<file path="src/rtl/prot_pkg.sv">
// Shared constants and types for the drive protection monitor.
package prot_pkg;

	// ------------------------------------------------------------
	// Clock and timing
	// ------------------------------------------------------------
	localparam int CLK_PERIOD_NS  = 10;
	localparam int PI_TICK_MS     = 100;
	localparam int PI_TICK_CYCLES = PI_TICK_MS * 1000000 / CLK_PERIOD_NS;
	localparam int TICK_W         = 24;

	// ------------------------------------------------------------
	// Field widths
	// ------------------------------------------------------------
	localparam int CUR_W   = 9;   // Current in percent of rated.
	localparam int LVL_W   = 8;   // Warning level in percent of rated.
	localparam int SEL_W   = 8;   // Output function selector code.
	localparam int VOLT_W  = 10;  // DC bus voltage in volts.
	localparam int RATE_W  = 12;  // Acceleration time in 0.01 s.
	localparam int GAIN_W  = 9;   // Proportional gain in 0.01.
	localparam int ITIME_W = 11;  // Integral time in 0.1 s.
	localparam int INTEG_W = 20;
	localparam int TRIM_W  = 31;

	// ------------------------------------------------------------
	// Overload warning
	// ------------------------------------------------------------
	localparam logic [1:0]       WARN_MODE_ALL   = 2'h0;
	localparam logic [1:0]       WARN_MODE_CONST = 2'h1;
	localparam logic [LVL_W-1:0] LEVEL_MAX       = 8'hC8;
	localparam logic [LVL_W-1:0] LEVEL_DEFAULT   = 8'h73;

	// ------------------------------------------------------------
	// Overcurrent and overvoltage suppression
	// ------------------------------------------------------------
	localparam logic [CUR_W-1:0]   OC_LIMIT_PCT   = 9'h0B4;
	localparam logic               OC_EN_DEFAULT  = 1'h0;
	localparam logic [1:0]         OV_MODE_OFF    = 2'h0;
	localparam logic [1:0]         OV_MODE_PI     = 2'h1;
	localparam logic [1:0]         OV_MODE_ACCEL  = 2'h2;
	localparam logic [VOLT_W-1:0]  OV_LVL_200_MIN = 10'h14A;
	localparam logic [VOLT_W-1:0]  OV_LVL_200_MAX = 10'h18B;
	localparam logic [VOLT_W-1:0]  OV_LVL_200_DEF = 10'h17C;
	localparam logic [VOLT_W-1:0]  OV_LVL_400_MIN = 10'h294;
	localparam logic [VOLT_W-1:0]  OV_LVL_400_MAX = 10'h316;
	localparam logic [VOLT_W-1:0]  OV_LVL_400_DEF = 10'h2F8;
	localparam logic [RATE_W-1:0]  RATE_MIN       = 12'h00A;
	localparam logic [RATE_W-1:0]  RATE_MAX       = 12'hBB8;
	localparam logic [RATE_W-1:0]  RATE_DEF       = 12'h064;
	localparam logic [GAIN_W-1:0]  GAIN_MAX       = 9'h1F4;
	localparam logic [GAIN_W-1:0]  GAIN_DEF       = 9'h014;
	localparam logic [ITIME_W-1:0] ITIME_MAX      = 11'h5DC;
	localparam logic [ITIME_W-1:0] ITIME_DEF      = 11'h00A;

	// ------------------------------------------------------------
	// Output function selector codes
	// ------------------------------------------------------------
	localparam logic [SEL_W-1:0] SEL_OVERLOAD   = 8'h03;
	localparam logic [SEL_W-1:0] SEL_ALARM      = 8'h05;
	localparam logic [SEL_W-1:0] SEL_OVERLOAD2  = 8'h1A;
	localparam logic [SEL_W-1:0] RELAY_SEL_DEF  = 8'h05;

	// ------------------------------------------------------------
	// Trip state
	// ------------------------------------------------------------
	typedef enum logic [2:0] {
		TRIP_CLEAR   = 3'b001,
		TRIP_LATCHED = 3'b010,
		TRIP_LOCKED  = 3'b100
	} trip_state_t;

endpackage : prot_pkg

</file>
<file path="src/rtl/drive_protection_monitor.sv">
// Overload warnings, suppression controls and trip latch of a motor drive.
`timescale 1ns/100ps
`default_nettype none
// How it works
// Mode 00 warns at any speed; mode 01 only at constant speed.
// First warning asserts when current reaches level one; zero disables.
// Second warning asserts when current reaches level two; zero disables.
// Selector code 03 routes warning one, code 26 routes warning two.
// Suppression enabled halts acceleration while current is at 180 percent.
// Overvoltage mode 01 trims deceleration to hold bus; mode 00 is off.
// Mode 02 accelerates while bus exceeds level during deceleration.
// On 200 V class the level is held within 330 to 395 V.
// On 400 V class the level is held within 660 to 790 V.
// Suppression acceleration time is held within 0.10 to 30.00 s.
// Proportional gain 0.00 to 5.00 acts only in mode 01.
// Integral time 0.0 to 150.0 s acts only in mode 01.
// Mode 01 runs a PI loop on the bus voltage error.
// Any fault trips: output off and alarm raised.
// Key press or terminal on-then-off clears the trip and alarm.
// Power-cycle faults ignore key and terminal until reset.
// Selector code 05 routes the alarm; relay defaults to it.
// Warnings drop below level or when mode excludes present motion.
module drive_protection_monitor #(
	parameter int TICK_CYCLES = prot_pkg::PI_TICK_CYCLES  // Integral time base tick period.
) (
	input  wire logic                         clk_sys,                 // System clock.
	input  wire logic                         sys_rst,                 // Power-on reset.
	input  wire logic                         clk_en,                  // Freezes all state.
	input  wire logic [prot_pkg::CUR_W-1:0]   current_pct,             // Output current.
	input  wire logic [prot_pkg::VOLT_W-1:0]  dc_bus_volt,             // Bus voltage.
	input  wire logic                         accelerating,            // Ramp up.
	input  wire logic                         decelerating,            // Ramp down.
	input  wire logic [1:0]                   warn_mode_sel,           // Warning mode.
	input  wire logic [prot_pkg::LVL_W-1:0]   warn_level_one,          // Level one.
	input  wire logic [prot_pkg::LVL_W-1:0]   warn_level_one_set2,     // Alt level one.
	input  wire logic                         level_set2_sel,          // Use alt level.
	input  wire logic [prot_pkg::LVL_W-1:0]   warn_level_two,          // Level two.
	input  wire logic                         overcurrent_suppress_en, // Hold enable.
	input  wire logic [1:0]                   overvolt_suppress_mode,  // Bus mode.
	input  wire logic [prot_pkg::VOLT_W-1:0]  overvolt_suppress_level, // Bus limit.
	input  wire logic                         volt_class_400,          // 400 V class.
	input  wire logic [prot_pkg::RATE_W-1:0]  overvolt_accel_rate,     // Accel time.
	input  wire logic [prot_pkg::GAIN_W-1:0]  overvolt_prop_gain,      // P gain.
	input  wire logic [prot_pkg::ITIME_W-1:0] overvolt_integral_time,  // I time.
	input  wire logic                         fault_overcurrent,       // Fault input.
	input  wire logic                         fault_overvoltage,       // Fault input.
	input  wire logic                         fault_other,             // Fault input.
	input  wire logic                         fault_power_cycle,       // Locking fault.
	input  wire logic                         reset_key,               // Stop/reset key.
	input  wire logic                         reset_terminal,          // Reset terminal.
	input  wire logic [prot_pkg::SEL_W-1:0]   output_terminal_sel_a,   // Terminal A code.
	input  wire logic [prot_pkg::SEL_W-1:0]   output_terminal_sel_b,   // Terminal B code.
	input  wire logic [prot_pkg::SEL_W-1:0]   relay_output_sel,        // Relay code.
	output logic                              overload_warning_out,    // Warning one.
	output logic                              overload_warning2_out,   // Warning two.
	output logic                              accel_hold_out,          // Halt ramp up.
	output logic                              ov_accel_out,            // Accelerate now.
	output logic [prot_pkg::RATE_W-1:0]       ov_accel_rate_out,       // Used accel time.
	output logic signed [prot_pkg::TRIM_W-1:0] ov_decel_trim_out,      // PI output.
	output logic                              output_off_out,          // Output shut off.
	output logic                              alarm_out,               // Trip alarm.
	output logic                              term_a_out,              // Terminal A.
	output logic                              term_b_out,              // Terminal B.
	output logic                              relay_out                // Relay.
);
	import prot_pkg::*;

	// ------------------------------------------------------------
	// State
	// ------------------------------------------------------------
	typedef struct packed {
		logic                        warn1;
		logic                        warn2;
		logic                        oc_hold;
		logic                        ov_accel;
		logic                        out_off;
		logic                        alarm;
		trip_state_t                 trip;
		logic                        term_d;
		logic [VOLT_W-1:0]           ov_lvl;
		logic [RATE_W-1:0]           rate;
		logic signed [INTEG_W-1:0]   integ;
		logic signed [TRIM_W-1:0]    trim;
		logic [TICK_W-1:0]           tick_cnt;
		logic [ITIME_W-1:0]          ti_cnt;
	} state_t;

	state_t cur;
	state_t nxt;

	logic [LVL_W-1:0]          lvl1;
	logic [LVL_W-1:0]          lvl2;
	logic                      eval_ok;
	logic                      any_fault;
	logic                      clear_req;
	logic [GAIN_W-1:0]         gain;
	logic [ITIME_W-1:0]        itime;
	logic signed [11:0]        err;
	logic signed [INTEG_W:0]   isum;
	logic signed [INTEG_W:0]   psum;
	logic                      pi_run;
	logic                      tick;

	// ------------------------------------------------------------
	// Setting clamps
	// ------------------------------------------------------------
	// Out-of-range settings are pinned to the nearest bound so a bad write
	// can never push the block into an unintended operating point.
	always_comb begin
		lvl1 = level_set2_sel ? warn_level_one_set2 : warn_level_one;
		if (lvl1 > LEVEL_MAX) begin
			lvl1 = LEVEL_MAX;
		end
		lvl2 = (warn_level_two > LEVEL_MAX) ? LEVEL_MAX : warn_level_two;
		gain = (overvolt_prop_gain > GAIN_MAX) ? GAIN_MAX : overvolt_prop_gain;
		itime = (overvolt_integral_time > ITIME_MAX) ? ITIME_MAX
			: overvolt_integral_time;
	end

	// Warnings only count in the motion states the mode allows.
	assign eval_ok = (warn_mode_sel == WARN_MODE_ALL)
		|| (!accelerating && !decelerating);

	assign any_fault = fault_overcurrent | fault_overvoltage
		| fault_other | fault_power_cycle;

	// The terminal requests a reset on its release, not on its press.
	assign clear_req = reset_key || (cur.term_d && !reset_terminal);

	// Bus error against the held suppression level.
	assign err  = $signed({2'h0, dc_bus_volt}) - $signed({2'h0, cur.ov_lvl});
	assign isum = $signed({cur.integ[INTEG_W-1], cur.integ})
		+ $signed({{(INTEG_W-11){err[11]}}, err});
	assign psum = isum;
	assign pi_run = (overvolt_suppress_mode == OV_MODE_PI) && decelerating
		&& (cur.trip == TRIP_CLEAR);
	assign tick = (cur.tick_cnt == TICK_W'(TICK_CYCLES - 1));

	// ------------------------------------------------------------
	// Next-state logic
	// ------------------------------------------------------------
	always_comb begin
		nxt = cur;
		nxt.term_d = reset_terminal;

		// Overload warnings.
		nxt.warn1 = eval_ok && (lvl1 != '0)
			&& (current_pct >= {1'b0, lvl1});
		nxt.warn2 = eval_ok && (lvl2 != '0)
			&& (current_pct >= {1'b0, lvl2});

		// Acceleration halt near the overcurrent limit.
		nxt.oc_hold = overcurrent_suppress_en && accelerating
			&& (current_pct >= OC_LIMIT_PCT)
			&& (cur.trip == TRIP_CLEAR);

		// Suppression level held inside the class range.
		if (volt_class_400) begin
			if (overvolt_suppress_level < OV_LVL_400_MIN) begin
				nxt.ov_lvl = OV_LVL_400_MIN;
			end else if (overvolt_suppress_level > OV_LVL_400_MAX) begin
				nxt.ov_lvl = OV_LVL_400_MAX;
			end else begin
				nxt.ov_lvl = overvolt_suppress_level;
			end
		end else begin
			if (overvolt_suppress_level < OV_LVL_200_MIN) begin
				nxt.ov_lvl = OV_LVL_200_MIN;
			end else if (overvolt_suppress_level > OV_LVL_200_MAX) begin
				nxt.ov_lvl = OV_LVL_200_MAX;
			end else begin
				nxt.ov_lvl = overvolt_suppress_level;
			end
		end

		// Acceleration time used while the bus is above the level.
		if (overvolt_accel_rate < RATE_MIN) begin
			nxt.rate = RATE_MIN;
		end else if (overvolt_accel_rate > RATE_MAX) begin
			nxt.rate = RATE_MAX;
		end else begin
			nxt.rate = overvolt_accel_rate;
		end

		// Mode 02: accelerate above the level, resume deceleration below.
		// At exactly the level the previous decision is kept.
		if ((overvolt_suppress_mode != OV_MODE_ACCEL) || !decelerating
			|| (cur.trip != TRIP_CLEAR)) begin
			nxt.ov_accel = 1'b0;
		end else if (dc_bus_volt > cur.ov_lvl) begin
			nxt.ov_accel = 1'b1;
		end else if (dc_bus_volt < cur.ov_lvl) begin
			nxt.ov_accel = 1'b0;
		end

		// Mode 01: PI loop. The integrator steps once per integral time,
		// which keeps the datapath free of a divider; a zero time turns
		// the integral path off.
		nxt.tick_cnt = tick ? '0 : cur.tick_cnt + TICK_W'(1);
		if (!pi_run) begin
			nxt.integ  = '0;
			nxt.ti_cnt = '0;
			nxt.trim   = '0;
		end else begin
			if (tick && (itime != '0)) begin
				if (cur.ti_cnt + ITIME_W'(1) >= itime) begin
					nxt.ti_cnt = '0;
					if (isum[INTEG_W] != isum[INTEG_W-1]) begin
						nxt.integ = isum[INTEG_W] ? {1'b1, {(INTEG_W-1){1'b0}}}
							: {1'b0, {(INTEG_W-1){1'b1}}};
					end else begin
						nxt.integ = isum[INTEG_W-1:0];
					end
				end else begin
					nxt.ti_cnt = cur.ti_cnt + ITIME_W'(1);
				end
			end
			nxt.trim = TRIM_W'($signed({1'b0, gain})) * TRIM_W'(psum);
		end

		// Trip latch. A fault in the same cycle as a clear request wins.
		case (cur.trip)
			TRIP_CLEAR: begin
				if (fault_power_cycle) begin
					nxt.trip = TRIP_LOCKED;
				end else if (any_fault) begin
					nxt.trip = TRIP_LATCHED;
				end
			end
			TRIP_LATCHED: begin
				if (fault_power_cycle) begin
					nxt.trip = TRIP_LOCKED;
				end else if (clear_req && !any_fault) begin
					nxt.trip = TRIP_CLEAR;
				end
			end
			TRIP_LOCKED: begin
				nxt.trip = TRIP_LOCKED;
			end
			default: begin
				nxt.trip = TRIP_LATCHED;
			end
		endcase
		nxt.out_off = (nxt.trip != TRIP_CLEAR);
		nxt.alarm   = (nxt.trip != TRIP_CLEAR);
	end

	// ------------------------------------------------------------
	// State register
	// ------------------------------------------------------------
	// Reset stands in for a power cycle and is the only way out of a lock.
	always_ff @(posedge clk_sys) begin
		if (sys_rst) begin
			cur        <= '0;
			cur.trip   <= TRIP_CLEAR;
			cur.ov_lvl <= OV_LVL_200_DEF;
			cur.rate   <= RATE_DEF;
		end else if (clk_en) begin
			cur <= nxt;
		end
	end

	assign overload_warning_out  = cur.warn1;
	assign overload_warning2_out = cur.warn2;
	assign accel_hold_out        = cur.oc_hold;
	assign ov_accel_out          = cur.ov_accel;
	assign ov_accel_rate_out     = cur.rate;
	assign ov_decel_trim_out     = cur.trim;
	assign output_off_out        = cur.out_off;
	assign alarm_out             = cur.alarm;

	// ------------------------------------------------------------
	// Assignable outputs
	// ------------------------------------------------------------
	// Each output adds one register stage after the signal it carries.
	output_router u_route_a (
		.clk_sys   (clk_sys),
		.sys_rst   (sys_rst),
		.clk_en    (clk_en),
		.func_sel  (output_terminal_sel_a),
		.warn1     (cur.warn1),
		.warn2     (cur.warn2),
		.alarm     (cur.alarm),
		.route_out (term_a_out)
	);

	output_router u_route_b (
		.clk_sys   (clk_sys),
		.sys_rst   (sys_rst),
		.clk_en    (clk_en),
		.func_sel  (output_terminal_sel_b),
		.warn1     (cur.warn1),
		.warn2     (cur.warn2),
		.alarm     (cur.alarm),
		.route_out (term_b_out)
	);

	output_router u_route_relay (
		.clk_sys   (clk_sys),
		.sys_rst   (sys_rst),
		.clk_en    (clk_en),
		.func_sel  (relay_output_sel),
		.warn1     (cur.warn1),
		.warn2     (cur.warn2),
		.alarm     (cur.alarm),
		.route_out (relay_out)
	);
endmodule : drive_protection_monitor
`default_nettype wire

</file>
<file path="src/rtl/output_router.sv">
// One assignable output: picks a signal by function code and registers it.
`timescale 1ns/100ps
`default_nettype none
module output_router (
	input  wire logic                       clk_sys,   // System clock.
	input  wire logic                       sys_rst,   // Synchronous reset.
	input  wire logic                       clk_en,    // Freezes state when low.
	input  wire logic [prot_pkg::SEL_W-1:0] func_sel,  // Function code.
	input  wire logic                       warn1,     // First overload warning.
	input  wire logic                       warn2,     // Second overload warning.
	input  wire logic                       alarm,     // Trip alarm.
	output logic                            route_out  // Registered output level.
);
	import prot_pkg::*;

	typedef struct packed {
		logic route;
	} route_state_t;

	route_state_t cur;
	route_state_t nxt;

	// Unknown codes drive the output low.
	always_comb begin
		nxt = cur;
		case (func_sel)
			SEL_OVERLOAD:  nxt.route = warn1;
			SEL_OVERLOAD2: nxt.route = warn2;
			SEL_ALARM:     nxt.route = alarm;
			default:       nxt.route = 1'b0;
		endcase
	end

	// State register.
	always_ff @(posedge clk_sys) begin
		if (sys_rst) begin
			cur <= '0;
		end else if (clk_en) begin
			cur <= nxt;
		end
	end

	assign route_out = cur.route;
endmodule : output_router
`default_nettype wire

</file>
<file path="config.mk">
export PLATFORM = sky130hd
export DESIGN_NAME = drive_protection_monitor
export DESIGN_NICKNAME = d
export VERILOG_FILES = /design/src/rtl/prot_pkg.sv /design/src/rtl/drive_protection_monitor.sv /design/src/rtl/output_router.sv
export SDC_FILE = /design/constraint.sdc
export NUM_CORES = 1
export LEC_CHECK = 0
export ABC_AREA = 1
export ABC_CLOCK_PERIOD_IN_PS = 9500
export BUFFER_PORTS_ARGS = -buffer_cell sky130_fd_sc_hd__buf_2
export CAP_MARGIN = 20
export CORE_ASPECT_RATIO = 1.75
export CORE_UTILIZATION = 55
export CTS_CLUSTER_DIAMETER = 150
export DETAILED_ROUTE_END_ITERATION = 7
export GPL_TIMING_DRIVEN = 0
export HOLD_SLACK_MARGIN = 0.1
export PLACE_DENSITY = 0.79
export RECOVER_POWER = 100
export SETUP_SLACK_MARGIN = 0.05
export SLEW_MARGIN = 0
export SYNTH_ARGS = -nofsm -noshare
export SYNTH_HDL_FRONTEND = slang
export SYNTH_SLANG_ARGS = --single-unit
export TNS_END_PERCENT = 10
</file>
<file path="constraint.sdc">
create_clock -name clk_sys -period 9.5 [get_ports clk_sys]
set_input_delay 1.9 -clock clk_sys [delete_from_list [all_inputs] [get_ports clk_sys]]
set_output_delay 1.9 -clock clk_sys [all_outputs]
set_load 0.02 [all_outputs]
</file>
; ---- Word level (Yosys, flattened, before mapping)
; Cells that the tools add are included.
[totals]
ff_bits = 120
in_bits = 127
out_inout_bits = 52
wordCells = 121
[op_classes]
n_addsub = 4
n_mul = 1
n_lt_le_gt_ge = 16
n_eq_ne = 20
mux = 32
bitwise = 3
n_reduce_logical = 29
[op_table]
columns = op, n
row1 = $mux W20, 4
row2 = $mux W51, 1
row3 = $mux W10, 5
row4 = $mux W11, 4
row5 = $mul A10 B21 Y31, 1
row6 = $add A24 B1 Y24 const B, 1
row7 = $eq A24 B24 Y1 const B, 1
row8 = $eq A8 B2 Y1 const B, 3
row9 = $eq A8 B3 Y1 const B, 3
row10 = $eq A8 B5 Y1 const B, 3
row11 = $mux W12, 2
row12 = $mux W24, 1
row13 = $mux W8, 3
row14 = $add A20 B11 Y21, 1
row15 = $ge A9 B8 Y1, 2
row16 = $gt A8 B8 Y1 const B, 2
row17 = $reduce_bool A8 Y1, 2
row18 = $logic_and A1 B1 Y1, 13
row19 = $gt A12 B12 Y1 const B, 1
row20 = $lt A12 B4 Y1 const B, 1
row21 = $mux W3, 4
row22 = $add A11 B1 Y11 const B, 1
row23 = $ge A11 B11 Y1, 1
row24 = $gt A11 B11 Y1 const B, 1
row25 = other kinds (29), 44

; ---- Depth between registers and ports, before layout
; Gate-level depths: netlist of run 1.
[logic_depth]
word_depth = 9
mapped_depth = 45
depth_no_buf = 45

; ---- Hierarchy
; Synthesis of run 1 repeated with hierarchy kept, for this count alone.
[hier_totals]
hier_cells = 2212
hier_area_um2 = 15478.6
[modules_own_cells]
columns = module, n_inst, cells_per_inst, area_each_um2, seq_area_each_um2
row1 = drive_protection_monitor, 1, 2143, 15110.7, 2342.2
row2 = output_router, 3, 23, 122.6, 20.0

; ---- Least setup slack after synthesis of run 1
; OpenSTA, ideal clock, no wires.
[synth_path]
path_kind = input to register
from = in dc_bus_volt[0] (netlist name)
to = reg cur (netlist bit ov_decel_trim_out[23])
setup_ns = 0.132
t_arrival_ns = 8.885
required_time_ns = 9.368
path_slack_ns = 0.483
path_stages = 39
n_path_buf = 0
path_cell_list = inv_1 ha_1 inv_1 fa_1 nand3_1 nand2_1 nand2_1 o211ai_1 nand2_1 nand2_1 a21oi_1 ha_1 a21oi_1 o21ai_0 nor2_1 o21ai_1 nand2_1 nand2_1 (+3 left out) inv_1 fa_1 fa_1 fa_1 inv_1 fa_1 inv_1 ha_1 nand2_1 nor2_1 and2_1 nand3_1 nand3_1 nand2_1 nand2_1 or2_2 nand3_1 a21oi_1
[synth_via]
elab_chain_cells = 4
[synth_rtl]
columns = item, line_no
row1 = "start, declared", drive_protection_monitor.sv:30  ; input wire logic [prot_pkg::VOLT_W-1:0] dc_bus_volt,
row2 = $sub A10 B10 Y11, drive_protection_monitor.sv:131  ; assign err = $signed({2'h0, dc_bus_volt}) - $signed({2'h0, cur.ov_lvl});
row3 = $add A20 B11 Y21, drive_protection_monitor.sv:133  ; + $signed({{(INTEG_W-11){err[11]}}, err});
row4 = $mul A10 B21 Y31, drive_protection_monitor.sv:218  ; nxt.trim = TRIM_W'($signed({1'b0, gain})) * TRIM_W'(psum);
row5 = $mux W51, drive_protection_monitor.sv:200  ; if (!pi_run) begin
row6 = "end signal, assigned", drive_protection_monitor.sv:259  ; cur <= nxt;
row7 = "end, declared", drive_protection_monitor.sv:88  ; state_t cur;
; Every way passes these cells.
; A chain may end at the register's enable or synchronous reset.

; ---- Final worst setup path of run 1
; Ends and elaborated chain as after synthesis.

==> impl_metrics.yaml, run 1 <==
worst_setup_path:
  r2r-end: "ov_decel_trim_out[23]"
  worst-path-max-fanout: 10
  crit_path_start_kind: "primary input"
  path_common_cell: "nand2_1"
  crit_path_end_kind: "flop"
  r2r-start: "cur[98]"
  critPathArrivalTime_ns: 9.45
  path_class: "in2reg"
  required_ns: 9.81
  max_stage_delay_ns: 0.57
  reg2regPathDepth: 39
  crit_path_top_delay_cell: "fa_1"
  r2r_setup_slack_ns: 1.61
drt:
  via_count: 15300
  drt_first_pass_iters: 6
  drt-initial-drc-count: 872
  drc: 0
  vias_per_cell: 5.53
  ant_nets: 0
  wl_mm: 46.7
  wl_per_cell_um: 16.9
clock_tree:
  cts.reportedPaths.clkPinSlew_ns: 0.06
  clkSinkCount: 120
  clockBufferDepth: 2
  ctsHoldBuffers: 0
  numCtsBuffers: 17
  tritoncts: "built"
  clk_latency_ns: 0.44
  cts_root_buffer: "clkbuf_16"
  htree_num_levels: 4
die:
  die_y_um: 223
  ios: 179
  rows: 80
  die_x_um: 128
  die_area_um2: 28600
  core_um2: 27300
  start_util_pct: 56.2
global_route:
  gr-usage-all-layers_pct: 33.5
  antenna_found_initial: 1
  grt_overflow_total: 0
  global_route.usage.met2_pct: 60.6
  grt_most_used_layer: "met2"
  grt.met1_usage_pct: 34.9
  grt.met3_usage_pct: 4.41
  grt_pass1_wl_mm: 74.2
  grt_max_degree: 17
  grt_pass1_vias: 15500
final_layout:
  top_register: "cur"
  fillerInstances: 2456
  fin_util_pct: 65.4
  layout.nets: 2797
  synthToLayoutAreaGrowth_pct: 16.4
  seq_area_um2: 2400
  multiInputGateArea_um2: 11400
  largest_reg_flops: 69
  drive_gt1_share_pct: 15.3
hold_path:
  holdPathEnd: "cur[107]"
  hold_path.class: "reg2reg"
  min_path_cells: 2
  hold_start: "cur[107]"
timing:
  finClkSkew_ns: 0.0112
  final_hold_viol_count: 0
  rsz0062_at_grt: "yes"
  slew_viol_final: 0
  finalSetupViolCount: 0
  min_period_ns: 9.15
  worstMarginPinSlew_ns: 0.840
  fmax_ghz: 0.109
  slew_headroom_pct: 43.6
  period_share_pct: 96.3
  tns_ns: 0
  layout_setup_ws_ns: 0.354
place:
  gp_congestion: 0.951
  dpl_worst_slack_ns: -1.23
  port_buffers: 177
  hpwl_mm: 38.6
synth:
  syn-num-nets: 2580
  synth.cell_area_um2: 15400
  synthArstFlopShare_pct: 0
  yosysSeqAreaShare_pct: 15.6
  synth-seq-cells: 120
  yosysUniqueCellTypes: 58
  avgSynthCellArea_um2: 7.09
  syn_inst: 2167
  synthFlopType: "dfxtp_1"
  synth_edf_count: 0
  yosysWarnings: 0
status:
  status: "completed"
run:
  maxCapViolCount: 0
[timing repair]
action                                  CTS  global route
endpoints found under the setup margin   17            19
pin swaps                                 1            26
buffers inserted                          1            17
gates resized for setup                  10           125
[stage by stage]
step	std cells	hold WS (ns)	instance area (µm²)
CTS	2749	0.462	17400
detailed placement	2716	0.454	16700
global placement	2713	0.449	16700
finish	2767	0.464	17900
global route	2767	0.485	17900
floorplan	2167	0.439	15400
[cell type report]
type | count | area share (%)
sequential | 120 | 13.4
multi-input combinational | 1562 | 63.6
clock inverter | 14 | 1.04
clock buffer | 18 | 2.40
timing repair buffer | 198 | 5.60
buffer | 92 | 2.95
inverter | 393 | 8.35
tap | 369 | 2.58
antenna | 1 | 0.0140
[cells in the mapped netlist (all sizes together) (4+ instances only)]
cell type	number	share of area, %
nand2	434	11
inv	388	9.5
nor2	243	6.0
fa	158	21
a21oi	138	4.6
ha	128	10
nand3	127	4.3
dfxtp	120	16
o21ai	87	2.9
buf	59	2.8
nor3	35	1.2
clkbuf	33	0.81
nand4	32	1.3
or2	27	1.1
xor2	25	1.5
a211oi	13	0.64
a21boi	12	0.59
a31oi	11	0.45
nor4	11	0.55
o211ai	11	0.54
xnor2	11	0.63
o21a	9	0.44
a21o	8	0.39
o31ai	6	0.29
clkinv	5	0.12
nand3b	5	0.24
o21bai	5	0.24
mux2i	4	0.26
o2111ai	4	0.23
[placed cells by master, fill, tap and decap left out, types with 5 or more instances in the layout]
cell type | synthesis | final
a21o_1 | 8 | 8
or2_2 | 26 | 26
a21boi_0 | 12 | 9
nand3_1 | 121 | 118
nor2_2 | 1 | 15
o21ai_0 | 82 | 73
o21a_1 | 9 | 9
nand2_2 | 2 | 19
clkinv_1 | 5 | 5
a21oi_1 | 137 | 119
dfxtp_1 | 120 | 120
buf_4 | 45 | 63
fa_1 | 158 | 156
inv_6 | 1 | 9
xor2_1 | 24 | 17
nor4_1 | 10 | 11
nand3_2 | 6 | 9
nor3_1 | 32 | 30
nand3b_1 | 5 | 5
xor2_4 | 1 | 6
a21oi_2 | 0 | 15
inv_1 | 385 | 381
nand2_1 | 430 | 411
clkbuf_1 | 33 | 98
buf_2 | 8 | 124
a31oi_1 | 11 | 9
o211ai_1 | 11 | 11
ha_1 | 128 | 111
o31ai_1 | 6 | 6
ha_2 | 0 | 13
a211oi_1 | 13 | 11
clkbuf_16 | 0 | 17
o21ai_1 | 3 | 10
nand4_1 | 32 | 32
nor2_1 | 242 | 228
xnor2_1 | 11 | 10
[cells by family after synthesis]
| logic type | Yosys count | share of synthesized area, % |
|---|---|---|
| fa+ha+maj | 286 | 31.0 |
| compound gates | 314 | 11.8 |
| xor+xnor | 36 | 2.18 |
| mux | 4 | 0.261 |
| flops | 120 | 15.6 |
| simple gates | 922 | 25.9 |
| buf+inv | 485 | 13.2 |
[metal layers]
| metal | share of wire, % | up-vias |
|---|---|---|
| li1 | - | 7289 |
| met1 | 36 | 7189 |
| met2 | 52 | 609 |
| met3 | 4.5 | 201 |
| met4 | 7.6 | 0 |
| met5 | 0 | - |
[worst max-delay path: cells and delay by family]
family,cells,cell delay [ns]
AO/OA/AOI/OAI,9,1.20
XOR/XNOR,1,0.18
adder cells (fa/ha/maj),9,3.74
buffers and inverters,8,0.77
AND/OR/NAND/NOR,14,1.65
[worst max-delay path by stage]
stage                         startpoint                     to  cells past startpoint
after detailed placement  dc_bus_volt[0]  ov_decel_trim_out[23]                     38
after floorplan           dc_bus_volt[0]  ov_decel_trim_out[23]                     39
after global routing      dc_bus_volt[2]  ov_decel_trim_out[26]                     32
after CTS                 dc_bus_volt[0]  ov_decel_trim_out[23]                     41
after global placement    dc_bus_volt[0]  ov_decel_trim_out[23]                     38
final                     dc_bus_volt[0]  ov_decel_trim_out[23]                     41
Power of run 1 is not shown: default switching activity piles up to over one toggle a cycle in this logic, so the estimate is an artifact.
==> inputs of run 2 (changes only) <==
--- a/config.mk
+++ b/config.mk
@@ -17,6 +17,7 @@
 export HOLD_SLACK_MARGIN = 0.1
 export PLACE_DENSITY = 0.79
 export RECOVER_POWER = 100
+export REMOVE_ABC_BUFFERS = 1
 export SETUP_SLACK_MARGIN = 0.05
 export SLEW_MARGIN = 0
 export SYNTH_ARGS = -nofsm -noshare
==> impl_metrics.yaml, run 2 (synthesis results as in run 1) <==
worst_setup_path:
  crit_path_top_delay_cell: "fa_1"
  required_ns: 9.83
  crit_path_start_kind: "primary input"
  crit_path_end_kind: "flop"
  path_class: "in2reg"
  path_common_cell: "nand2_1"
  crit_family: "adder cells"
  crit_buf_inv: 9
  critPathArrivalTime_ns: 9.57
  max_stage_delay_ns: 0.57
  worst-path-max-fanout: 7
final_layout:
  layout.nets: 2718
  seq_area_um2: 2400
  fin_util_pct: 63.5
  insertedDiodeCount: 0
  fillerInstances: 2373
  stdcell_count: 2687
  largest_reg_flops: 69
  drive_gt1_share_pct: 13.8
  multiInputGateArea_um2: 11300
  most-common-layout-cells: "nand2_1, inv_1, nor2_1"
  mostFrequentLayoutCell: "nand2_1"
  top_register: "cur"
  synthToLayoutAreaGrowth_pct: 13.0
global_route:
  grt_pass1_wl_mm: 69.7
  gr-usage-all-layers_pct: 30.8
  grt_max_degree: 50
  antenna_found_initial: 0
  grt_overflow_total: 0
  grt_pass1_vias: 15300
clock_tree:
  cts_root_buffer: "clkbuf_16"
  tritoncts: "built"
  clockBufferDepth: 2
  cts.reportedPaths.clkPinSlew_ns: 0.06
  clkSinkCount: 120
  clk_latency_ns: 0.45
  ctsHoldBuffers: 0
  htree_num_levels: 4
  numCtsBuffers: 17
drt:
  drc: 0
  wl_mm: 42.7
  highest_layer: "met4"
  drt_first_pass_iters: 7
  ant_nets: 0
  met1_length_mm: 15.1
  drt-initial-drc-count: 878
  via_count: 14900
  vias_per_cell: 5.54
  wl_met2_mm: 23.4
  routed-wl-met3_mm: 1.87
  wl_per_cell_um: 15.9
timing:
  final_hold_viol_count: 0
  period_share_pct: 97.2
  fmax_ghz: 0.108
  finClkSkew_ns: 0.0137
  slew_headroom_pct: -55.5
  rsz0062_at_grt: "yes"
  min_period_ns: 9.24
  slew_viol_final: 93
  finalSetupViolCount: 0
  worstMarginPinSlew_ns: 2.33
hold_path:
  hold_path.class: "reg2reg"
die:
  start_util_pct: 56.2
  die_y_um: 223
  core_um2: 27300
  die_area_um2: 28600
  ios: 179
  die_x_um: 128
  rows: 80
run:
  maxCapViolCount: 2
place:
  port_buffers: 178
  hpwl_mm: 34.4
  dp_cells: 2626
  gp_congestion: 0.914
status:
  violations: "max-capacitance violations, max-slew violations"
  status: "finished with violations"
run 2: cell types whose count changed in the layout (fill, tap and decap cells not counted), sizes merged:
| cell | delta |
|---|---|
| buf | -38 |
| bufinv | -3 |
| clkbuf | -40 |
| clkinv | +2 |
| clkinvlp | +1 |
| diode | -1 |
| inv | -1 |
run 2: worst paths after layout:
check	cells past startpoint	slack, ns	to	from
worst max-delay path	43	0.26	ov_decel_trim_out[23]	dc_bus_volt[0]
worst min-delay path	2	0.46	cur[107]	cur[107]
worst max register to register	41	1.52	ov_decel_trim_out[23]	cur[98]
worst min register to register	2	0.46	cur[107]	cur[107]
run 2: repair_timing:
item / 4_1_cts / 5_1_grt
endpoints found under the hold margin: 0 / 0
gates cloned: 0 / 1
gates resized for setup: 12 / 93
pin swaps: 1 / 20
setup buffers: 2 / 25
setup endpoints to repair: 18 / 19
run 2: stage by stage:
step,TNS [ns],hold WS [ns],instance area [µm²],setup WS (ns)
floorplan,0,0.435,14800,0.477
global placement,-17.73,0.447,16200,-1.39
detailed placement,-19.47,0.452,16200,-1.45
CTS,0,0.461,16900,0.0419
global route,-0.334,0.478,17400,-0.0561
finish,0,0.459,17400,0.263
run 2: area by class of cell:
type | instances | share of cell area, %
flip-flops and latches | 120 | 13.8
multi-input cells | 1562 | 65.2
inverters | 393 | 8.55
well taps | 369 | 2.66
clock buffers | 19 | 2.61
repair buffers | 211 | 6.56
clock inverters | 13 | 0.541
run 2: layer usage:
layer / vias to the layer above / GRT usage [%]
li1: 7130 / -
met1: 7087 / 31.1
met2: 512 / 57.8
met3: 154 / 5.01
met4: 0 / 18.9
met5: - / 0
run 2: worst min-delay path, cell delays in order, from the launching register on:
cell and delay [ns]:
dfxtp_1 0.31, nand2_1 0.06, a21oi_1 0.05
Power of run 2 is left out for the same reason.
==> inputs of run 3 (changes only) <==
--- a/config.mk
+++ b/config.mk
@@ -11,6 +11,7 @@
 export CAP_MARGIN = 20
 export CORE_ASPECT_RATIO = 1.75
 export CORE_UTILIZATION = 55
+export CTS_BUF_LIST = sky130_fd_sc_hd__clkbuf_16
 export CTS_CLUSTER_DIAMETER = 150
 export DETAILED_ROUTE_END_ITERATION = 7
 export GPL_TIMING_DRIVEN = 0
==> impl_metrics.yaml, run 3 (synthesis results as in run 1) <==
timing:
  finalSetupViolCount: 0
  worstMarginPinSlew_ns: 2.33
  fmax_ghz: 0.108
  holdWs_ns: 0.460
  layout_setup_ws_ns: 0.244
  rsz0062_at_grt: "yes"
  finClkSkew_ns: 0.0122
  slew_viol_final: 93
  min_period_ns: 9.26
  slew_headroom_pct: -55.0
  period_share_pct: 97.4
  final_hold_viol_count: 0
worst_setup_path:
  crit_buf_inv: 9
  crit_family: "adder cells"
  crit_path_top_delay_cell: "fa_1"
  required_ns: 9.82
  critPathArrivalTime_ns: 9.58
  startpoint: "dc_bus_volt[0]"
  crit_path_start_kind: "primary input"
  path_class: "in2reg"
  crit_path_end_kind: "flop"
  max_stage_delay_ns: 0.55
  worst-path-max-fanout: 8
  r2r-start: "cur[98]"
drt:
  drc: 0
  drt-initial-drc-count: 849
  ant_nets: 0
  vias_per_cell: 5.53
  via_count: 14900
  drt_first_pass_iters: 5
  wl_mm: 42.7
  wl_per_cell_um: 15.9
place:
  hpwl_mm: 34.4
  port_buffers: 178
  gp_congestion: 0.914
  dpl_worst_slack_ns: -1.45
die:
  ios: 179
  rows: 80
  start_util_pct: 56.2
  die_x_um: 128
  die_y_um: 223
  core_um2: 27300
  die_area_um2: 28600
hold_path:
  hold_path.class: "reg2reg"
  hold_start: "cur[107]"
global_route:
  grt_pass1_wl_mm: 69.6
  grt_overflow_total: 0
  grt_pass1_vias: 15200
  grt_max_degree: 50
  antenna_found_initial: 0
  gr-usage-all-layers_pct: 30.8
final_layout:
  insertedDiodeCount: 0
  fillerInstances: 2375
  layout.nets: 2718
  drive_gt1_share_pct: 13.7
  mostFrequentLayoutCell: "nand2_1"
  largest_reg_flops: 69
  most-common-layout-cells: "nand2_1, inv_1, nor2_1"
  synthToLayoutAreaGrowth_pct: 12.8
  top_register: "cur"
  fin_util_pct: 63.4
run:
  maxCapViolCount: 3
clock_tree:
  cts_root_buffer: "clkbuf_16"
  clk_latency_ns: 0.44
  numCtsBuffers: 17
  clockBufferDepth: 2
  cts.reportedPaths.clkPinSlew_ns: 0.06
  clkSinkCount: 120
  htree_num_levels: 4
  tritoncts: "built"
status:
  violations: "max-capacitance violations, max-slew violations"
  status: "finished with violations"
run 3: changes by cell type in the layout (fill, tap and decap cells not counted), sizes merged:
cell	before	now
clkinv	10	12
buf	155	154
clkbuf	75	74
run 3: stage by stage:
stage | TNS (ns) | instances | cell area [µm²]
finish | 0 | 2687 | 17300
global route | -0.334 | 2687 | 17300
CTS | 0 | 2660 | 16900
detailed placement | -19.47 | 2626 | 16200
global placement | -17.73 | 2622 | 16200
floorplan | 0 | 2075 | 14800
run 3: worst reg2reg max path, delay by kind of cell (launching register included):
| kind | cells | cell delay, ns |
|---|---|---|
| AOI/OAI and AO/OA | 9 | 1.58 |
| DFF | 1 | 0.34 |
| and+or+nand+nor | 10 | 1.37 |
| xor gates and xnor gates | 1 | 0.25 |
| buffers and inverters | 7 | 0.63 |
| adders and majority gates | 9 | 3.68 |
run 3: timing repair:
action                     4_1_cts  5_1_grt
pin swaps                        1       20
buffers inserted                 2       25
setup endpoints to repair       18       19
gates resized for setup         12       93
cloned                           0        1
hold buffers                     0        0
run 3: cell type report:
cell class                 instances  area [µm²]  share of cell area, %
sequential                       120        2400                   13.9
inverter                         393        1480                   8.56
clock buffer                      17         425                   2.45
clock inverter                    15         101                  0.585
multi-input combinational       1562       11300                   65.3
timing repair buffer             211        1140                   6.56
tap                              369         462                   2.66
run 3: final timing paths:
kind                                              end  slack, ns  cells after the start
worst max-delay path            ov_decel_trim_out[24]       0.24                     38
worst min-delay path                         cur[107]       0.46                      2
worst max register to register  ov_decel_trim_out[24]       1.50                     36
worst min register to register               cur[107]       0.46                      2
run 3: per-layer routing:
metal  GRT usage [%]  routed length (µm)  vias to the layer above
met4            18.9                2410                        0
met2            57.8               23300                      520
li1                -                   -                     7132
met3            4.96                1880                      153
met5               0                   0                        -
met1            31.0               15000                     7056
Power of run 3 is left out for the same reason.
